## config.mk

```make
export PLATFORM = sky130hd
export DESIGN_NAME = dcf_top
export DESIGN_NICKNAME = d
export VERILOG_FILES = /design/src/verilog/dcf_pkg.sv /design/src/verilog/dcf_sync.sv /design/src/verilog/dcf_fifo_store.sv /design/src/verilog/dcf_top.sv
export VERILOG_INCLUDE_DIRS = /design/src /design/src/verilog
export SDC_FILE = /design/constraint.sdc
export NUM_CORES = 1
export LEC_CHECK = 0
export CAP_MARGIN = 15
export CORE_MARGIN = 2
export CORE_UTILIZATION = 25
export CTS_BUF_LIST = sky130_fd_sc_hd__clkbuf_8
export DETAILED_ROUTE_END_ITERATION = 10
export DONT_BUFFER_PORTS = 1
export PLACE_DENSITY = 0.36
export REMOVE_ABC_BUFFERS = 1
export SLEW_MARGIN = 5
export SYNTH_ARGS = -nofsm -noshare
export SYNTH_HDL_FRONTEND = slang
export SYNTH_SLANG_ARGS = --single-unit
```

## constraint.sdc

```tcl
create_clock -name clk_i -period 6.2 [get_ports clk_i]
set_clock_uncertainty 0.1 [all_clocks]
set_input_delay 0.31 -clock clk_i [delete_from_list [all_inputs] [get_ports clk_i]]
set_output_delay 0.31 -clock clk_i [all_outputs]
set_load 0.1 [all_outputs]
```

## src/verilog/dcf_params.svh

```systemverilog
// constants for the deep buffer: widths, depth, offset field layout, reset values
// assumes inclusion by bare name from each design file that needs them
`ifndef DCF_PARAMS_SVH
`define DCF_PARAMS_SVH

`define DCF_WIDTH      18             // data word width
`define DCF_DEPTH      32             // words held by the buffer
`define DCF_AW         5              // pointer width
`define DCF_HALF_CNT   6'h10          // half full threshold (occupancy above it)
`define DCF_FULL_CNT   6'h20          // occupancy when full
`define DCF_LAST_CNT   6'h1F          // occupancy one below full
`define DCF_ONE_CNT    6'h01          // occupancy of a single word
`define DCF_AE_LSB     0              // almost-empty offset field, low bit
`define DCF_AE_MSB     8              // almost-empty offset field, high bit
`define DCF_AF_LSB     9              // almost-full offset field, low bit
`define DCF_AF_MSB     17             // almost-full offset field, high bit
`define DCF_OFS_RST    18'h01008      // offset register reset value
`define DCF_SYNC_W     28             // width of the synchronised pin bundle
`define DCF_SYNC_RST   28'h00003C1    // idle levels of the pin bundle

`endif

```

## src/verilog/dcf_pkg.sv

```systemverilog
// types shared by the deep buffer design
// assumes nothing of its surroundings
package dcf_pkg;

   // depth cascade token ownership
   typedef enum logic {
      DCF_TOK_IDLE,
      DCF_TOK_HELD
   } dcf_tok_t;

endpackage

```

## src/verilog/dcf_sync.sv

```systemverilog
// two flip-flop synchroniser for a bundle of pin inputs
// assumes clk_i is the only clock and resetn_i is synchronous, active low
`timescale 1ns/100ps
module dcf_sync #(
   parameter int               W       = 1,
   parameter logic [W-1:0]     RST_VAL = '0
) (
   // clock and reset
   input  wire logic         clk_i,
   input  wire logic         resetn_i,
   // pins in, synchronised out
   input  wire logic [W-1:0] pins_i,
   output logic      [W-1:0] sync_o
);

   logic [W-1:0] meta;   // first stage, read only by the second

   // both stages load the idle levels under reset
   always_ff @(posedge clk_i) begin
      if (!resetn_i) begin
         meta   <= RST_VAL;
         sync_o <= RST_VAL;
      end else begin
         meta   <= pins_i;
         sync_o <= meta;
      end
   end

endmodule // dcf_sync

```

## src/verilog/dcf_fifo_store.sv

```systemverilog
// flip-flop word store with pointers, occupancy count and replay
// assumes one clock; depth is a power of two equal to 2**AW
`timescale 1ns/100ps
module dcf_fifo_store #(
   parameter int WIDTH = 18,
   parameter int DEPTH = 32,
   parameter int AW    = 5
) (
   // clock and reset
   input  wire logic             clk_i,
   input  wire logic             resetn_i,
   // control
   input  wire logic             clear_i,
   input  wire logic             replay_i,
   // fill side
   input  wire logic             in_valid_i,
   output logic                  in_ready_o,
   input  wire logic [WIDTH-1:0] in_data_i,
   // drain side
   output logic                  out_valid_o,
   input  wire logic             out_ready_i,
   output logic      [WIDTH-1:0] out_data_o,
   // occupancy
   output logic      [AW:0]      count_o
);

   logic [WIDTH-1:0] mem [DEPTH];   // word storage
   logic [AW-1:0]    wr_ptr;        // next slot to fill
   logic [AW-1:0]    rd_ptr;        // oldest word
   logic             push;          // word accepted
   logic             pop;           // word taken
   logic [AW:0]      written;       // words stored since the clear, held at DEPTH
   logic [AW:0]      next_written;  // written after this cycle

   // refuse fills when full, drains when empty
   assign in_ready_o  = (count_o != (AW+1)'(DEPTH));
   assign out_valid_o = (count_o != '0);
   assign push        = in_valid_i & in_ready_o;
   assign pop         = out_valid_i_ok();
   assign out_data_o  = mem[rd_ptr];
   assign next_written = written + (AW+1)'(push && (written != (AW+1)'(DEPTH)));

   function automatic logic out_valid_i_ok();
      return out_valid_o & out_ready_i & ~replay_i;
   endfunction

   // storage, written only on an accepted fill
   always_ff @(posedge clk_i) begin
      if (push) begin
         mem[wr_ptr] <= in_data_i;
      end
   end

   // pointers; replay rewinds the read side to the first word written
   always_ff @(posedge clk_i) begin
      if (!resetn_i || clear_i) begin
         wr_ptr <= '0;
         rd_ptr <= '0;
      end else begin
         wr_ptr <= wr_ptr + AW'(push);
         if (replay_i) begin
            rd_ptr <= '0;
         end else begin
            rd_ptr <= rd_ptr + AW'(pop);
         end
      end
   end

   // words stored since the clear; a full store wraps the write pointer to zero,
   // so the pointer alone cannot tell replay how many words there are
   always_ff @(posedge clk_i) begin
      if (!resetn_i || clear_i) begin
         written <= '0;
      end else begin
         written <= next_written;
      end
   end

   // occupancy; after replay every word since the clear is readable again
   always_ff @(posedge clk_i) begin
      if (!resetn_i || clear_i) begin
         count_o <= '0;
      end else if (replay_i) begin
         count_o <= next_written;
      end else begin
         count_o <= count_o + (AW+1)'(push) - (AW+1)'(pop);
      end
   end

endmodule // dcf_fifo_store

```

## src/verilog/dcf_top.sv

```systemverilog
// deep buffer core: word path, offset register, status flags, cascade tokens
// assumes every pin input is asynchronous to clk_i and is synchronised here
//
// Functional notes
// - data in and data out are 18 bits
// - enabled write stores word unless full
// - enabled read presents next word unless empty
// - load with write fills offset register
// - load with read returns offset register
// - empty flag low when no words stored
// - full flag low when at capacity
// - almost-empty flag, registered or direct
// - almost-full flag, registered or direct
// - half-full pin doubles as write token
// - standalone replay strobe rewinds read side
// - read token passed to next device
// - buffer reset empties store and pointers
// - data driven only while enable low
// - empty transitions come from clk_i edges
// - six decodable occupancy states exposed
`timescale 1ns/100ps
`include "dcf_params.svh"
module dcf_top (
   // clock and reset
   input  wire logic                   clk_i,
   input  wire logic                   resetn_i,
   input  wire logic                   buffer_reset_n_i,
   // write port
   input  wire logic [`DCF_WIDTH-1:0]  wr_data_i,
   input  wire logic                   write_enable_n_i,
   // read port
   input  wire logic                   read_enable_n_i,
   input  wire logic                   output_drive_enable_n_i,
   output logic      [`DCF_WIDTH-1:0]  rd_data_o,
   output logic                        rd_data_oe_o,
   // configuration
   input  wire logic                   offset_load_n_i,
   input  wire logic                   flag_sync_select_i,
   input  wire logic                   cascade_mode_i,
   input  wire logic                   first_device_or_replay_i,
   // cascade tokens
   input  wire logic                   write_cascade_in_i,
   input  wire logic                   read_cascade_in_i,
   output logic                        read_cascade_out_o,
   output logic                        write_cascade_out_or_half_full_o,
   // status flags
   output logic                        empty_flag_n_o,
   output logic                        full_flag_n_o,
   output logic                        almost_empty_flag_n_o,
   output logic                        almost_full_flag_n_o
);
   import dcf_pkg::*;

   // synchronised pins
   logic [`DCF_SYNC_W-1:0] sync_bus;     // bundle after two stages
   logic [`DCF_WIDTH-1:0]  s_wdata;      // write data
   logic                   s_wen_n;      // write enable
   logic                   s_ren_n;      // read enable
   logic                   s_ld_n;       // offset load
   logic                   s_oe_n;       // output drive enable
   logic                   s_sel;        // direct almost flags when high
   logic                   s_flrt;       // first device / replay strobe
   logic                   s_wxi;        // write token in
   logic                   s_rxi;        // read token in
   logic                   s_casc;       // depth cascade in use
   logic                   s_rs_n;       // buffer reset

   // store interface
   logic                   fifo_in_valid;  // write offered to store
   logic                   fifo_in_ready;  // store has room
   logic                   fifo_out_valid; // store holds a word
   logic                   fifo_out_ready; // read offered to store
   logic [`DCF_WIDTH-1:0]  fifo_out_data;  // oldest word
   logic [`DCF_AW:0]       fifo_count;     // occupancy

   // internal state
   logic [`DCF_WIDTH-1:0]  offset_reg;   // packed flag offsets
   dcf_tok_t               wtok;         // write token state
   dcf_tok_t               rtok;         // read token state
   logic                   wxi_prev;     // previous write token level
   logic                   rxi_prev;     // previous read token level
   logic                   flrt_prev;    // previous replay level
   logic                   ae_stage;     // registered almost-empty term
   logic                   af_stage;     // registered almost-full term
   logic                   wtok_pass;    // write token leaving this cycle
   logic                   rtok_pass;    // read token leaving this cycle

   // decoded terms
   logic                   clear;        // empty the store
   logic                   replay;       // rewind read side
   logic                   wr_ok;        // this device may write
   logic                   rd_ok;        // this device may read
   logic                   wr_fire;      // word stored this cycle
   logic                   rd_fire;      // word taken this cycle
   logic                   ld_write;     // offset register loaded
   logic                   ld_read;      // offset register read
   logic                   ae_now;       // occupancy at or below offset
   logic                   af_now;       // free space at or below offset
   logic                   hf_now;       // more than half full
   logic [8:0]             occ_w;        // occupancy widened to offset width
   logic [8:0]             free_w;       // free space widened to offset width

   // every pin input passes two flip-flops before use
   dcf_sync #(
      .W       (`DCF_SYNC_W),
      .RST_VAL (`DCF_SYNC_RST)
   ) u_sync (
      .clk_i    (clk_i),
      .resetn_i (resetn_i),
      .pins_i   ({wr_data_i, write_enable_n_i, read_enable_n_i, offset_load_n_i,
                  output_drive_enable_n_i, flag_sync_select_i,
                  first_device_or_replay_i, write_cascade_in_i, read_cascade_in_i,
                  cascade_mode_i, buffer_reset_n_i}),
      .sync_o   (sync_bus)
   );

   assign {s_wdata, s_wen_n, s_ren_n, s_ld_n, s_oe_n, s_sel,
           s_flrt, s_wxi, s_rxi, s_casc, s_rs_n} = sync_bus;

   // access decode; cascaded devices write and read the store only while holding the token, offset loads and reads need none
   assign clear    = ~s_rs_n;
   assign replay   = ~s_casc & flrt_prev & ~s_flrt;
   assign wr_ok    = ~s_casc | (wtok == DCF_TOK_HELD);
   assign rd_ok    = ~s_casc | (rtok == DCF_TOK_HELD);
   assign ld_write = ~s_ld_n & ~s_wen_n;
   assign ld_read  = ~s_ld_n & ~s_ren_n;
   assign fifo_in_valid  = ~s_wen_n & s_ld_n & wr_ok & ~clear;
   assign fifo_out_ready = ~s_ren_n & s_ld_n & rd_ok & ~clear;
   assign wr_fire  = fifo_in_valid & fifo_in_ready;
   assign rd_fire  = fifo_out_ready & fifo_out_valid & ~replay;

   // token leaves when this device fills up or drains out
   assign wtok_pass = s_casc & wr_fire & (fifo_count == `DCF_LAST_CNT);
   assign rtok_pass = s_casc & rd_fire & (fifo_count == `DCF_ONE_CNT);

   // flag thresholds against the programmed offsets
   assign occ_w  = {3'h0, fifo_count};
   assign free_w = {3'h0, `DCF_FULL_CNT - fifo_count};
   assign ae_now = occ_w  <= offset_reg[`DCF_AE_MSB:`DCF_AE_LSB];
   assign af_now = free_w <= offset_reg[`DCF_AF_MSB:`DCF_AF_LSB];
   assign hf_now = fifo_count > `DCF_HALF_CNT;

   // word store; depth is a parameter, one clock so pointers need no crossing
   dcf_fifo_store #(
      .WIDTH (`DCF_WIDTH),
      .DEPTH (`DCF_DEPTH),
      .AW    (`DCF_AW)
   ) u_store (
      .clk_i       (clk_i),
      .resetn_i    (resetn_i),
      .clear_i     (clear),
      .replay_i    (replay),
      .in_valid_i  (fifo_in_valid),
      .in_ready_o  (fifo_in_ready),
      .in_data_i   (s_wdata),
      .out_valid_o (fifo_out_valid),
      .out_ready_i (fifo_out_ready),
      .out_data_o  (fifo_out_data),
      .count_o     (fifo_count)
   );

   // programmable offset register
   always_ff @(posedge clk_i) begin
      if (!resetn_i) begin
         offset_reg <= `DCF_OFS_RST;
      end else if (ld_write) begin
         offset_reg <= s_wdata;
      end
   end

   // output word: offset on a load read, next word on a read, else held
   always_ff @(posedge clk_i) begin
      if (!resetn_i) begin
         rd_data_o <= '0;
      end else if (ld_read) begin
         rd_data_o <= offset_reg;
      end else if (rd_fire) begin
         rd_data_o <= fifo_out_data;
      end
   end

   // drive enable for the data pins
   always_ff @(posedge clk_i) begin
      if (!resetn_i) begin
         rd_data_oe_o <= 1'b0;
      end else begin
         rd_data_oe_o <= ~s_oe_n;
      end
   end

   // previous levels for edge detection
   always_ff @(posedge clk_i) begin
      if (!resetn_i) begin
         wxi_prev  <= 1'b0;
         rxi_prev  <= 1'b0;
         flrt_prev <= 1'b0;   // idle pin level, so no false replay after reset
      end else begin
         wxi_prev  <= s_wxi;
         rxi_prev  <= s_rxi;
         flrt_prev <= s_flrt;
      end
   end

   // write token: first device starts with it, a rising pulse brings it back
   always_ff @(posedge clk_i) begin
      if (!resetn_i || clear) begin
         wtok <= s_flrt ? DCF_TOK_IDLE : DCF_TOK_HELD;
      end else begin
         unique case (wtok)
            DCF_TOK_IDLE: begin
               if (s_wxi && !wxi_prev) begin
                  wtok <= DCF_TOK_HELD;
               end
            end
            DCF_TOK_HELD: begin
               if (wtok_pass) begin
                  wtok <= DCF_TOK_IDLE;
               end
            end
         endcase
      end
   end

   // read token: same scheme on the read side
   always_ff @(posedge clk_i) begin
      if (!resetn_i || clear) begin
         rtok <= s_flrt ? DCF_TOK_IDLE : DCF_TOK_HELD;
      end else begin
         unique case (rtok)
            DCF_TOK_IDLE: begin
               if (s_rxi && !rxi_prev) begin
                  rtok <= DCF_TOK_HELD;
               end
            end
            DCF_TOK_HELD: begin
               if (rtok_pass) begin
                  rtok <= DCF_TOK_IDLE;
               end
            end
         endcase
      end
   end

   // shared half-full / write token pin and read token pin
   always_ff @(posedge clk_i) begin
      if (!resetn_i) begin
         write_cascade_out_or_half_full_o <= 1'b1;
         read_cascade_out_o               <= 1'b0;
      end else begin
         if (s_casc) begin
            write_cascade_out_or_half_full_o <= wtok_pass;
         end else begin
            write_cascade_out_or_half_full_o <= ~hf_now;
         end
         read_cascade_out_o <= rtok_pass;
      end
   end

   // empty and full flags follow the registered occupancy
   always_ff @(posedge clk_i) begin
      if (!resetn_i) begin
         empty_flag_n_o <= 1'b0;
         full_flag_n_o  <= 1'b1;
      end else begin
         empty_flag_n_o <= (fifo_count != '0);
         full_flag_n_o  <= (fifo_count != `DCF_FULL_CNT);
      end
   end

   // almost flags: extra stage when registered, direct term otherwise
   always_ff @(posedge clk_i) begin
      if (!resetn_i) begin
         ae_stage              <= 1'b0;
         af_stage              <= 1'b1;
         almost_empty_flag_n_o <= 1'b0;
         almost_full_flag_n_o  <= 1'b1;
      end else begin
         ae_stage <= ~ae_now;
         af_stage <= ~af_now;
         if (s_sel) begin
            almost_empty_flag_n_o <= ~ae_now;
            almost_full_flag_n_o  <= ~af_now;
         end else begin
            almost_empty_flag_n_o <= ae_stage;
            almost_full_flag_n_o  <= af_stage;
         end
      end
   end
endmodule // dcf_top

```

* Word level (Yosys, flattened, before mapping)
Memory sizes are Yosys's and may differ from the RTL's. A register that Yosys moved wholly into a read port is not among the register bits. Index checks and enable logic that the tools add are counted. Widths: inputs -> output; s select.
Storage, ports and cells: bits in writable memories 576, output and inout port bits 25, register bits after elaboration 128, memories 1
Memory list:
- u_store.mem | words 32, bits a word 18, rd ports 1, clocked after Yosys merged registers in 1, wr ports 1, RTL line dcf_fifo_store.sv:27 | logic [WIDTH-1:0] mem [DEPTH];
Cells by class: add/sub/neg operators 6, equality and inequality tests 4, muxes and demuxes 18, reduce and logical (&&, ||, !) cells 10, $lt $le $gt $ge 3, bitwise operators 32
Operators by type and width (number):
- $mux 18 | 2
- $le 6x9->1 | 2
- $and 1x1->1 | 17
- $not 1->1 | 13
- $add 6x1->6 | 2
- $mux 1 | 12
- $ne 6x6->1 const B | 2
- $add 5x1->5 | 2
- $eq 6x1->1 const B | 1
- $eq 6x5->1 const B | 1
- $gt 6x5->1 const B | 1
- $mux 6 | 1
- $reduce_bool 6->1 | 1
- $sub 6x1->6 | 1
- $sub 6x6->6 const A | 1
- $mux 5 | 1
- $pmux 1 s2 | 2
- $logic_and 1x1->1 | 3
- $logic_not 1->1 | 3
- $or 1x1->1 | 2
- $reduce_bool 2->1 | 1
- $reduce_or 2->1 | 1
- $logic_or 1x1->1 | 1

* Depth between registers and ports, before layout
Gate-level depths: netlist (run 1).
depth after elaboration 11, mapped depth 16

* Modules after synthesis
Synthesis (run 1) repeated with hierarchy kept, for this count alone.
Unflattened totals: cell total of the unflattened synthesis 1500, area, all modules 27013.4 um^2
Modules (own cells, without submodules):
- dcf_fifo_store | area each 23053.4 um^2, instances 1, cells each 1109, sequential area each 17737.0 um^2
- dcf_top | area each 2431.1 um^2, instances 1, cells each 273, sequential area each 1001.0 um^2
- dcf_sync | area each 1529.0 um^2, instances 1, cells each 118, sequential area each 1121.1 um^2

* Least setup slack after synthesis (run 1)
OpenSTA, ideal clock, no wires.
kind register -> register, from register u_store.count_o[1], to memory u_store.mem[28][0] (enable), path slack 2877 ps, period minus slack after synthesis 3323 ps, required time 5707 ps, data arrival time 2831 ps, setup time 393 ps, stages on the path, launching flop included 9, cells stage by stage dfxtp_1 inv_1 ha_1 and3_1 or4_1 clkbuf_1 or3_1 clkbuf_1 nor2_1
On the way: cells in the longest elaborated chain, start to end 4
RTL lines:
- start, declared | RTL line dcf_fifo_store.sv:24 | output logic [AW:0] count_o
- start signal, assigned | RTL line dcf_fifo_store.sv:84 | count_o <= next_written;
- start signal, assigned | RTL line dcf_fifo_store.sv:86 | count_o <= count_o + (AW+1)'(push) - (AW+1)'(pop);
- $ne 6x6->1 | RTL line dcf_fifo_store.sv:36 | assign in_ready_o = (count_o != (AW+1)'(DEPTH));
- $and 1x1->1 | RTL line dcf_fifo_store.sv:38 | assign push = in_valid_i & in_ready_o;
- $mux 1 | RTL line dcf_fifo_store.sv:49 | if (push) begin
- $mux 1 (implied by the code) | RTL line dcf_fifo_store.sv:50 | mem[wr_ptr] <= in_data_i;
- end, declared | RTL line dcf_fifo_store.sv:27
No other way between the ends.

* Worst setup path after layout (run 1)
from register u_store.count_o[1], to memory u_store.mem[13][7] (enable)
Same word-level chain as after synthesis.

==> metrics, run 1 <==
final setup vio count=0; CTS tree=built; CTS clk-pin slew, worst paths=about 60 ps; post-synthesis register bit count=704; RSZ-0062 raised after global routing=false; Design Power=about 0.0099 W; HP Class=primary input to register; Worst EP required=between 6000 and 7000 ps; CP max stage delay=between 1000 and 1500 ps; ys async rst share=0; Mean Syn Cell Area=roughly 18 um^2; DP HPWL=around 46 mm; Worst R2R End=u_store.mem[13][7]; final core utilization=0.2934; Crit Path Max Fanout=18; Vias=13768; reg2reg start=u_store.count_o[1]; reg2reg setup slack=about 2000 ps; DRT antenna net count=0; MaxCap Viol Count=0; static leakage=~11 nW; # port buffers=0; Slew HR=0.2422; All-Layer GR Usage=0.1392; Remaining Overflow, GRT=0; layout net count=~1700; status=finished, final reports clean; Distinct cells, synth=57; Post-CTS Setup Bufs=0; first-pass iteration count of the detailed router=5; Final Cycle Share=0.6783; hold_buf cts=42; Initial Utilization=0.2521; fmax=~240 MHz; r2r worst-path depth=7; DRC=0; Detailed Route WL=77.36 mm; WL/cell=24.80 um; Area Growth Syn to Fin=16.41%; critical path startpoint category=register; Multi-input gate area=about 6700 um^2; Largest Register=u_store.mem; Root Driver=clkbuf_8; Slew @ Worst Pin=between 1000 and 1500 ps; layout cells sized above 1=0.2095; Final min period=~4200 ps; Gate Count Post-Synth=1506; initial drt markers=between 1000 and 1500; largest net degree at the start of global routing=roughly 110; row cnt=120; Peak VDD IR=139.1 uV; Hold Path Cell Cnt=2; Worst-Skew Late Latency=750 ps; max reg flops=between 500 and 600; Resize count post-CTS=0; pwr/cell area=314.6 nW/um^2; Layout Cells excl Fill=between 3000 and 4000; hold path startpoint=wr_data_i[8]; register area=just under 20000 um^2; GPL Wtd Cong=0.7457; element type at the critical path end=register; Placed Cells=~2900; IO Count=between 50 and 60; CP arrival=4450 ps; slowest CP cell=nor2_2; worst hold endpoint=u_sync.meta[18]; EDFF count, synth=~580; first-pass GRT wire length=109.4 mm; Slew Viols, Final=0; vias in the first global route=between 10000 and 15000; Seq/Total Area, Yosys=0.7350; Cell Chain, Critical Path=inv_1 > ha_1 > and3_1 > or4_1 > inv_2 > nand3b_1 > nor2_2; Die Ht=approximately 330 um; Clock Sinks=704; maximum clock insertion buffer count=3; initial antenna violation count=4; CORE AREA=between 100000 and 150000 um^2; Yosys Warn Count=0; htree depth=3; Largest regs=u_store.mem x576, u_sync.meta x28, u_sync.sync_o x28; final hold vios=0; top_reg_cell synth=edfxtp_1; cell area after synthesis=around 27000 um^2; total CTS buffers=120; number of filler cells placed in the layout=10664; die footprint=110700 um^2; Via density=approximately 4.4; critical path type=register to register; Die W=approximately 330 um
==> area by class of cell <==
class	instances	area share
flip-flops and latches	704	0.6320
well taps	1403	0.05581
clock inverters	90	0.01380
diodes	2	0.0001591
inverters	25	0.002983
repair buffers	74	0.02411
clock buffers	131	0.05732
multi-input cells	690	0.2139
==> layout by cell type, fill, tap and decap left out, types with 34 or more instances in the layout <==
cell,count
dlygate4sd3_1,41
a22o_1,35
clkbuf_8,131
a21oi_1,42
mux4_2,104
mux2i_1,72
ha_1,34
and2_1,52
inv_1,72
nand2_1,76
edfxtp_1,576
dfxtp_1,117
==> power by group <==
part | switching, W | internal [W]
clock | 0.00191 | 0.00202
combinational | 0.000367 | 0.000272
sequential | 0.000179 | 0.00515
total | 0.00246 | 0.00744
==> logic make-up after synthesis <==
| group | Yosys count | share of synthesized area |
|---|---|---|
| xor gates and xnor gates | 18 | 0.005834 |
| adders and majority gates | 35 | 0.01648 |
| muxes | 181 | 0.1182 |
| and+or+nand+nor | 244 | 0.04505 |
| AOI/OAI and AO/OA | 212 | 0.05946 |
| DFF | 704 | 0.7350 |
| buffers and inverters | 112 | 0.02000 |
==> per-stage QoR <==
step | TNS, ps | setup slack [ps] | instance area, um^2 | hold slack [ps]
after floorplan | -50110 | -2400 | 26570 | 267.4
after global placement | 0 | 1981 | 28680 | 270.4
after detailed placement | 0 | 1917 | 28700 | 277.4
after CTS | 0 | 1903 | 31380 | 35.11
after global routing | 0 | 1771 | 31450 | 66.09
final | 0 | 1994 | 31450 | 130.7
==> cells in the mapped netlist (3+ instances only) <==
library cell	number	share of area
a21oi_1	42	0.0078
ha_1	34	0.016
buf_6	6	0.0025
and2_1	52	0.012
o21a_1	3	0.00083
a211oi_1	5	0.0014
nor2b_1	10	0.0023
a2111oi_2	17	0.0094
nand2b_1	10	0.0023
nand2_1	76	0.011
xnor2_1	10	0.0032
buf_1	4	0.00056
xor2_1	8	0.0026
nand4_1	4	0.00093
a22oi_1	17	0.0047
buf_2	13	0.0024
dfxtp_1	128	0.095
a22o_1	35	0.011
and3_1	9	0.0021
mux4_2	104	0.087
a21boi_1	10	0.0028
o221ai_1	19	0.0062
nand3_1	10	0.0019
nor2_1	52	0.0072
o21ai_0	13	0.0024
mux2i_1	72	0.027
a21boi_0	8	0.0022
edfxtp_1	576	0.64
inv_1	24	0.0033
buf_4	8	0.0022
o21bai_1	4	0.0011
o22ai_1	29	0.0067
nand3b_1	6	0.0017
o21ai_1	3	0.00056
mux4_1	5	0.0049
clkbuf_1	53	0.0074
==> how the worst max path moves through the flow <==
| stage | start | endpoint | slack (ps) | depth (start not counted) |
|---|---|---|---|---|
| floorplan | u_store.rd_ptr[0] | rd_data_o[0] | -2400 | 5 |
| global placement | u_store.count_o[1] | u_store.mem[3][3] | 1980 | 7 |
| detailed placement | u_store.count_o[1] | u_store.mem[13][8] | 1920 | 7 |
| CTS | u_store.count_o[1] | u_store.mem[13][8] | 1900 | 7 |
| global route | u_store.count_o[1] | u_store.mem[5][11] | 1770 | 7 |
| finish | u_store.count_o[1] | u_store.mem[13][7] | 1990 | 7 |
==> metal layers <==
layer	vias up	part of all wire	GRT usage
met5	-	0	0
met4	0	0.022	0.03716
met3	119	0.044	0.03038
met2	299	0.47	0.2224
met1	7143	0.46	0.1909
li1	6207	-	-
==> critical path: cells and delay by family, from the launching register on <==
kind / cells / cell delay [ps]
adders and majority gates: 1 / 260
buffers and inverters: 2 / 290
and+or+nand+nor: 4 / 2700
DFF: 1 / 430
No activity file was read; power rests on OpenSTA's default activity.
==> inputs of run 2 (changes only) <==
==> constraint.sdc (replaced) <==
create_clock -name clk_i -period 4.4 [get_ports clk_i]
set_clock_uncertainty 0.1 [all_clocks]
set_input_delay 0.22 -clock clk_i [delete_from_list [all_inputs] [get_ports clk_i]]
set_output_delay 0.22 -clock clk_i [all_outputs]
set_load 0.1 [all_outputs]
==> metrics, run 2 (synthesis gave the netlist of run 1 again) <==
Setup Total Neg Slack=0 ps (unchanged); max layer used=met5 (was met4); Detailed Route WL=76.11 mm (was 77.36 mm); All-Layer GR Usage=0.1364 (was 0.1392); Peak VDD IR=193.3 uV (was 139.1 uV); first-pass GRT wire length=108.0 mm (was 109.4 mm); Post-CTS Setup Bufs=0 (unchanged); maximum clock insertion buffer count=3 (unchanged); static leakage=10.87 nW (was 10.57 nW); Crit Path Max Fanout=18 (unchanged); DRC=0 (unchanged); Area Growth Syn to Fin=18.17% (was 16.41%); WL/cell=23.92 um (was 24.80 um); Final min period=3558 ps (was 4206 ps); layout cells sized above 1=0.2227 (was 0.2095); die footprint=110700 um^2 (unchanged); # port buffers=0 (unchanged); IO Count=55 (unchanged); Worst EP required=4700 ps (was 6440 ps); status=finished, final reports clean (unchanged); final hold vios=0 (unchanged); met3 WL=4.424 mm (was 3.434 mm); Die Ht=332.8 um (unchanged); CORE AREA=107200 um^2 (unchanged); commonest non-fill, non-tap cells in the layout=edfxtp_1, clkbuf_8, dfxtp_1 (unchanged); Largest regs=u_store.mem x576, u_sync.meta x28, u_sync.sync_o x28 (unchanged); Root Driver=clkbuf_8 (unchanged); CP arrival=3860 ps (was 4450 ps); Clock Sinks=704 (unchanged); RSZ-0062 raised after global routing=false (unchanged); commonest non-fill, non-tap cell in the layout=edfxtp_1 (unchanged); HP Class=primary input to register (unchanged); Slew @ Worst Pin=1096 ps (was 1133 ps); Via density=4.420 (was 4.414); Placed Cells=2893 (was 2851); DP HPWL=45.79 mm (was 46.18 mm); wire length on met2=35.48 mm (was 36.46 mm); total CTS buffers=121 (was 120); Initial Utilization=0.2521 (unchanged); Vias=14064 (was 13768); Layout Cells excl Fill=3182 (was 3119); r2r worst-path depth=9 (was 7); critical path startpoint category=register (unchanged); vias in the first global route=14646 (was 14511); row cnt=120 (unchanged); initial drt markers=1010 (was 1058); htree depth=3 (unchanged); hold_buf cts=59 (was 42); Resize count post-CTS=0 (unchanged); initial antenna violation count=8 (was 4); Worst-Skew Late Latency=770 ps (was 750 ps); final setup vio count=0 (unchanged); DRT antenna net count=0 (unchanged); Hold Path Cell Cnt=2 (unchanged); first-pass iteration count of the detailed router=5 (unchanged); critical path type=register to register (unchanged); reg2reg setup slack=840 ps (was 1990 ps); pwr/cell area=439.3 nW/um^2 (was 314.6 nW/um^2); Largest Register=u_store.mem (unchanged); Final Cycle Share=0.8086 (was 0.6783); GPL Wtd Cong=0.7460 (was 0.7457); layout net count=1737 (was 1680); Slew Viols, Final=0 (unchanged); largest net degree at the start of global routing=111 (was 109); CTS clk-pin slew, worst paths=70 ps (was 60 ps); Die W=332.8 um (unchanged); MaxCap Viol Count=0 (unchanged); element type at the critical path end=register (unchanged); max reg flops=576 (unchanged); wire length on met1=34.49 mm (was 35.73 mm); Slew HR=0.2684 (was 0.2422); fmax=281.1 MHz (was 237.8 MHz); Remaining Overflow, GRT=0 (unchanged); CTS tree=built (unchanged)
[run 2: cell types whose count changed in the layout (fill, tap and decap cells not counted), moves of 2 or more]
cell,change
buf_4,+40
dlygate4sd3_1,+17
inv_1,+4
buf_12,+3
buf_16,-3
diode_2,+3
dfxtp_1,+2
dfxtp_2,-2
[run 2: final cells by class]
cell class	instances	area, um^2
Timing Repair Buffer	130	1191
Antenna cell	5	12.51
Clock inverter	94	473.0
Multi-Input combinational cell	690	6726
Sequential cell	704	19880
Inverter	25	93.84
Fill cell	10692	75270
Clock buffer	131	1803
Tap cell	1403	1755
[run 2: worst max-delay path: stages, from the launching register on]
cell,delay (ps)
dfxtp_1,440
inv_1,130
ha_1,260
and3_1,210
or4_1,680
inv_2,150
nand3b_1,390
buf_4,340
nor2_2,130
buf_4,330
[run 2: through the flow]
stage / hold slack (ps) / total power [W] / cell area [um^2] / setup slack [ps] / util
3_3_place_gp: 223.2 / 0.008548 / 29030 / 886.5 / 0.2708
3_5_place_dp: 229.6 / 0.008536 / 29030 / 806.5 / 0.2708
6_report: 228.6 / 0.01403 / 31930 / 842.2 / 0.2979
4_1_cts: 168.7 / 0.01429 / 31920 / 734.6 / 0.2977
5_1_grt: 190.2 / 0.01466 / 31930 / 622.6 / 0.2978
2_1_floorplan: 181.9 / 0.008256 / 26570 / -4200 / -
[run 2: final timing paths]
| check | from | endpoint |
|---|---|---|
| worst max-delay path | u_store.count_o[1] | u_store.mem[25][7] |
| worst min-delay path | resetn_i | rd_data_o[0] |
| worst max register to register | u_store.count_o[1] | u_store.mem[25][7] |
| worst min register to register | u_sync.meta[8] | u_sync.sync_o[8] |
[run 2: where the power goes]
group          internal [W]  switching (W)
Sequential          0.00726       0.000238
Combinational      0.000400       0.000532
Clock               0.00290        0.00269
Total                0.0106        0.00346
[run 2: routing by layer]
metal,track usage,vias up
met5,0,-
met4,0.03687,2
met3,0.03656,124
met2,0.2192,357
met1,0.1814,7257
li1,-,6324
==> inputs of run 3 (changes only) <==
--- a/config.mk
+++ b/config.mk
@@ -12,7 +12,7 @@
 export CTS_BUF_LIST = sky130_fd_sc_hd__clkbuf_8
 export DETAILED_ROUTE_END_ITERATION = 10
 export DONT_BUFFER_PORTS = 1
-export PLACE_DENSITY = 0.36
+export PLACE_DENSITY = 0.38
 export REMOVE_ABC_BUFFERS = 1
 export SLEW_MARGIN = 5
 export SYNTH_ARGS = -nofsm -noshare
==> constraint.sdc (replaced) <==
create_clock -name clk_i -period 3.2 [get_ports clk_i]
set_clock_uncertainty 0.1 [all_clocks]
set_input_delay 0.16 -clock clk_i [delete_from_list [all_inputs] [get_ports clk_i]]
set_output_delay 0.16 -clock clk_i [all_outputs]
set_load 0.1 [all_outputs]
==> metrics, run 3 (synthesis gave the netlist of run 1 again) <==
status=finished, final reports clean (unchanged); Die W=332.8 um (unchanged); element type at the critical path end=register (unchanged); pre-CTS setup slack=172.8 ps (was 806.5 ps); WP buf/inv=3 (was 4); Initial Utilization=0.2521 (unchanged); Slew @ Worst Pin=1083 ps (was 1096 ps); All-Layer GR Usage=0.1381 (was 0.1364); HP Class=register to register (was primary input to register); DRT antenna net count=0 (unchanged); WL/cell=23.44 um (was 23.92 um); Hold Path Cell Cnt=1 (was 2); row cnt=120 (unchanged); P_int=0.01479 W (was 0.01056 W); Slew Viols, Final=0 (unchanged); Crit path depth=13 (was 9); setup ws final=161.2 ps (was 842.2 ps); max reg flops=576 (unchanged); Slew HR=0.2767 (was 0.2684); CP arrival=3610 ps (was 3860 ps); Area Growth Syn to Fin=21.75% (was 18.17%); CORE AREA=107200 um^2 (unchanged); Resize count post-CTS=0 (unchanged); CTS clk-pin slew, worst paths=60 ps (was 70 ps); slowest CP cell=or4_1 (unchanged); CTS tree=built (unchanged); Final min period=3039 ps (was 3558 ps); Net Sw Frac=0.2492 (was 0.2468); initial antenna violation count=3 (was 8); critical path's top delay family=simple AND/OR/NAND/NOR gates (unchanged); maximum clock insertion buffer count=3 (unchanged); Hold Slack=258.7 ps (was 228.6 ps); final setup vio count=0 (unchanged); Die Ht=332.8 um (unchanged); DRC=0 (unchanged); Largest Register=u_store.mem (unchanged); first-pass iteration count of the detailed router=5 (unchanged); vias in the first global route=15047 (was 14646); MaxCap Viol Count=0 (unchanged); # port buffers=0 (unchanged); Final Cycle Share=0.9496 (was 0.8086); sw power=0.004910 W (was 0.003462 W); Peak VDD IR=362.2 uV (was 193.3 uV); Worst-Skew Late Latency=790 ps (was 770 ps); largest net degree at the start of global routing=112 (was 111); CP max stage delay=560 ps (was 680 ps); fmax=329.1 MHz (was 281.1 MHz); commonest non-fill, non-tap cells in the layout=edfxtp_1, clkbuf_8, dfxtp_1 (unchanged); initial drt markers=1118 (was 1010); r2r worst-path depth=13 (was 9); static leakage=11.32 nW (was 10.87 nW); proportion of power drawn by combinational gates=0.071 (was 0.066); GPL Wtd Cong=0.7476 (was 0.7460); htree depth=4 (was 3); critical path type=register to register (unchanged); DP HPWL=46.90 mm (was 45.79 mm); Via density=4.407 (was 4.420); RSZ-0062 raised after global routing=false (unchanged); Vias=14319 (was 14064); critical path startpoint category=register (unchanged); Detailed Route WL=76.15 mm (was 76.11 mm); pwr/cell area=598.8 nW/um^2 (was 439.3 nW/um^2); clock group share of total power=0.409 (was 0.399); Largest regs=u_store.mem x576, u_sync.meta x28, u_sync.sync_o x28 (unchanged); Crit Path Max Fanout=4 (was 18); Clock Sinks=704 (unchanged); Worst EP required=3770 ps (was 4700 ps); die footprint=110700 um^2 (unchanged); final hold vios=0 (unchanged); Cell Chain, Critical Path=inv_1 > ha_1 > and3_1 > or4_1 > inv_2 > ha_1 > inv_1 > fa_1 > o21bai_1 > a21oi_1 > xor2_1 > nor2_1 > a211oi_1 (was inv_1 > ha_1 > and3_1 > or4_1 > inv_2 > nand3b_1 > buf_4 > nor2_2 > buf_4); commonest non-fill, non-tap cell in the layout=edfxtp_1 (unchanged); Remaining Overflow, GRT=0 (unchanged); layout cells sized above 1=0.2516 (was 0.2227); layout net count=1805 (was 1737); Root Driver=clkbuf_8 (unchanged); IO Count=55 (unchanged); first-pass GRT wire length=109.3 mm (was 108.0 mm); total CTS buffers=130 (was 121); Reg power frac=0.520 (was 0.535)
## run 3: layout make-up
cell class                      count  area [um^2]
Fill cell                       10585        74300
Sequential cell                   704        19880
Multi-Input combinational cell    690         6726
Timing Repair Buffer              189         2018
Clock buffer                      135         1858
Tap cell                         1403         1755
Clock inverter                    101        563.0
Inverter                           25        93.84
Antenna cell                        2        5.005
## run 3: path summary, 6_finish.rpt
kind | from | slack, ps | end
max reg2reg | u_store.count_o[2] | 160 | u_store.count_o[4]
max | u_store.count_o[2] | 160 | u_store.count_o[4]
min reg2reg | u_sync.sync_o[6] | 260 | rd_data_oe_o
min | u_sync.sync_o[6] | 260 | rd_data_oe_o
## run 3: power by group through the flow
stage,combinational [W],clock [W],sequential [W]
floorplan,0.000805,0,0.0105
global placement,0.00136,0,0.0104
detailed placement,0.00135,0,0.0104
CTS,0.00144,0.00838,0.0102
global route,0.00157,0.00878,0.0103
finish,0.00140,0.00806,0.0102
## run 3: timing repair
item / CTS / global route
endpoints found under the hold margin: 128 / 0
hold buffers: 59 / 0
setup buffers: 0 / 0
## run 3: metrics by stage
stage	power (W)	util	cell area, um^2	TNS, ps	cells
2_1_floorplan	0.01135	-	26570	-128130	1419
3_3_place_gp	0.01179	0.2785	29860	-112.3	2951
3_5_place_dp	0.01178	0.2786	29860	0	2952
4_1_cts	0.02006	0.3068	32890	0	3247
5_1_grt	0.02061	0.3069	32900	0	3248
6_report	0.01970	0.3069	32900	0	3249
## run 3: per-layer routing
layer,GRT usage,wire [um],share of wire
met1,0.1940,36640,0.48
met2,0.2148,35030,0.46
met3,0.02629,2943,0.039
met4,0.04390,1528,0.020
met5,0,13,0.00017
## run 3: worst reg2reg max path, cell delays in order, from the launching register on
cell	delay, ps
dfxtp_1	330
inv_1	80
ha_1	250
and3_1	230
or4_1	560
inv_2	90
ha_1	150
inv_1	60
fa_1	430
o21bai_1	150
a21oi_1	90
xor2_1	140
nor2_1	50
a211oi_1	230
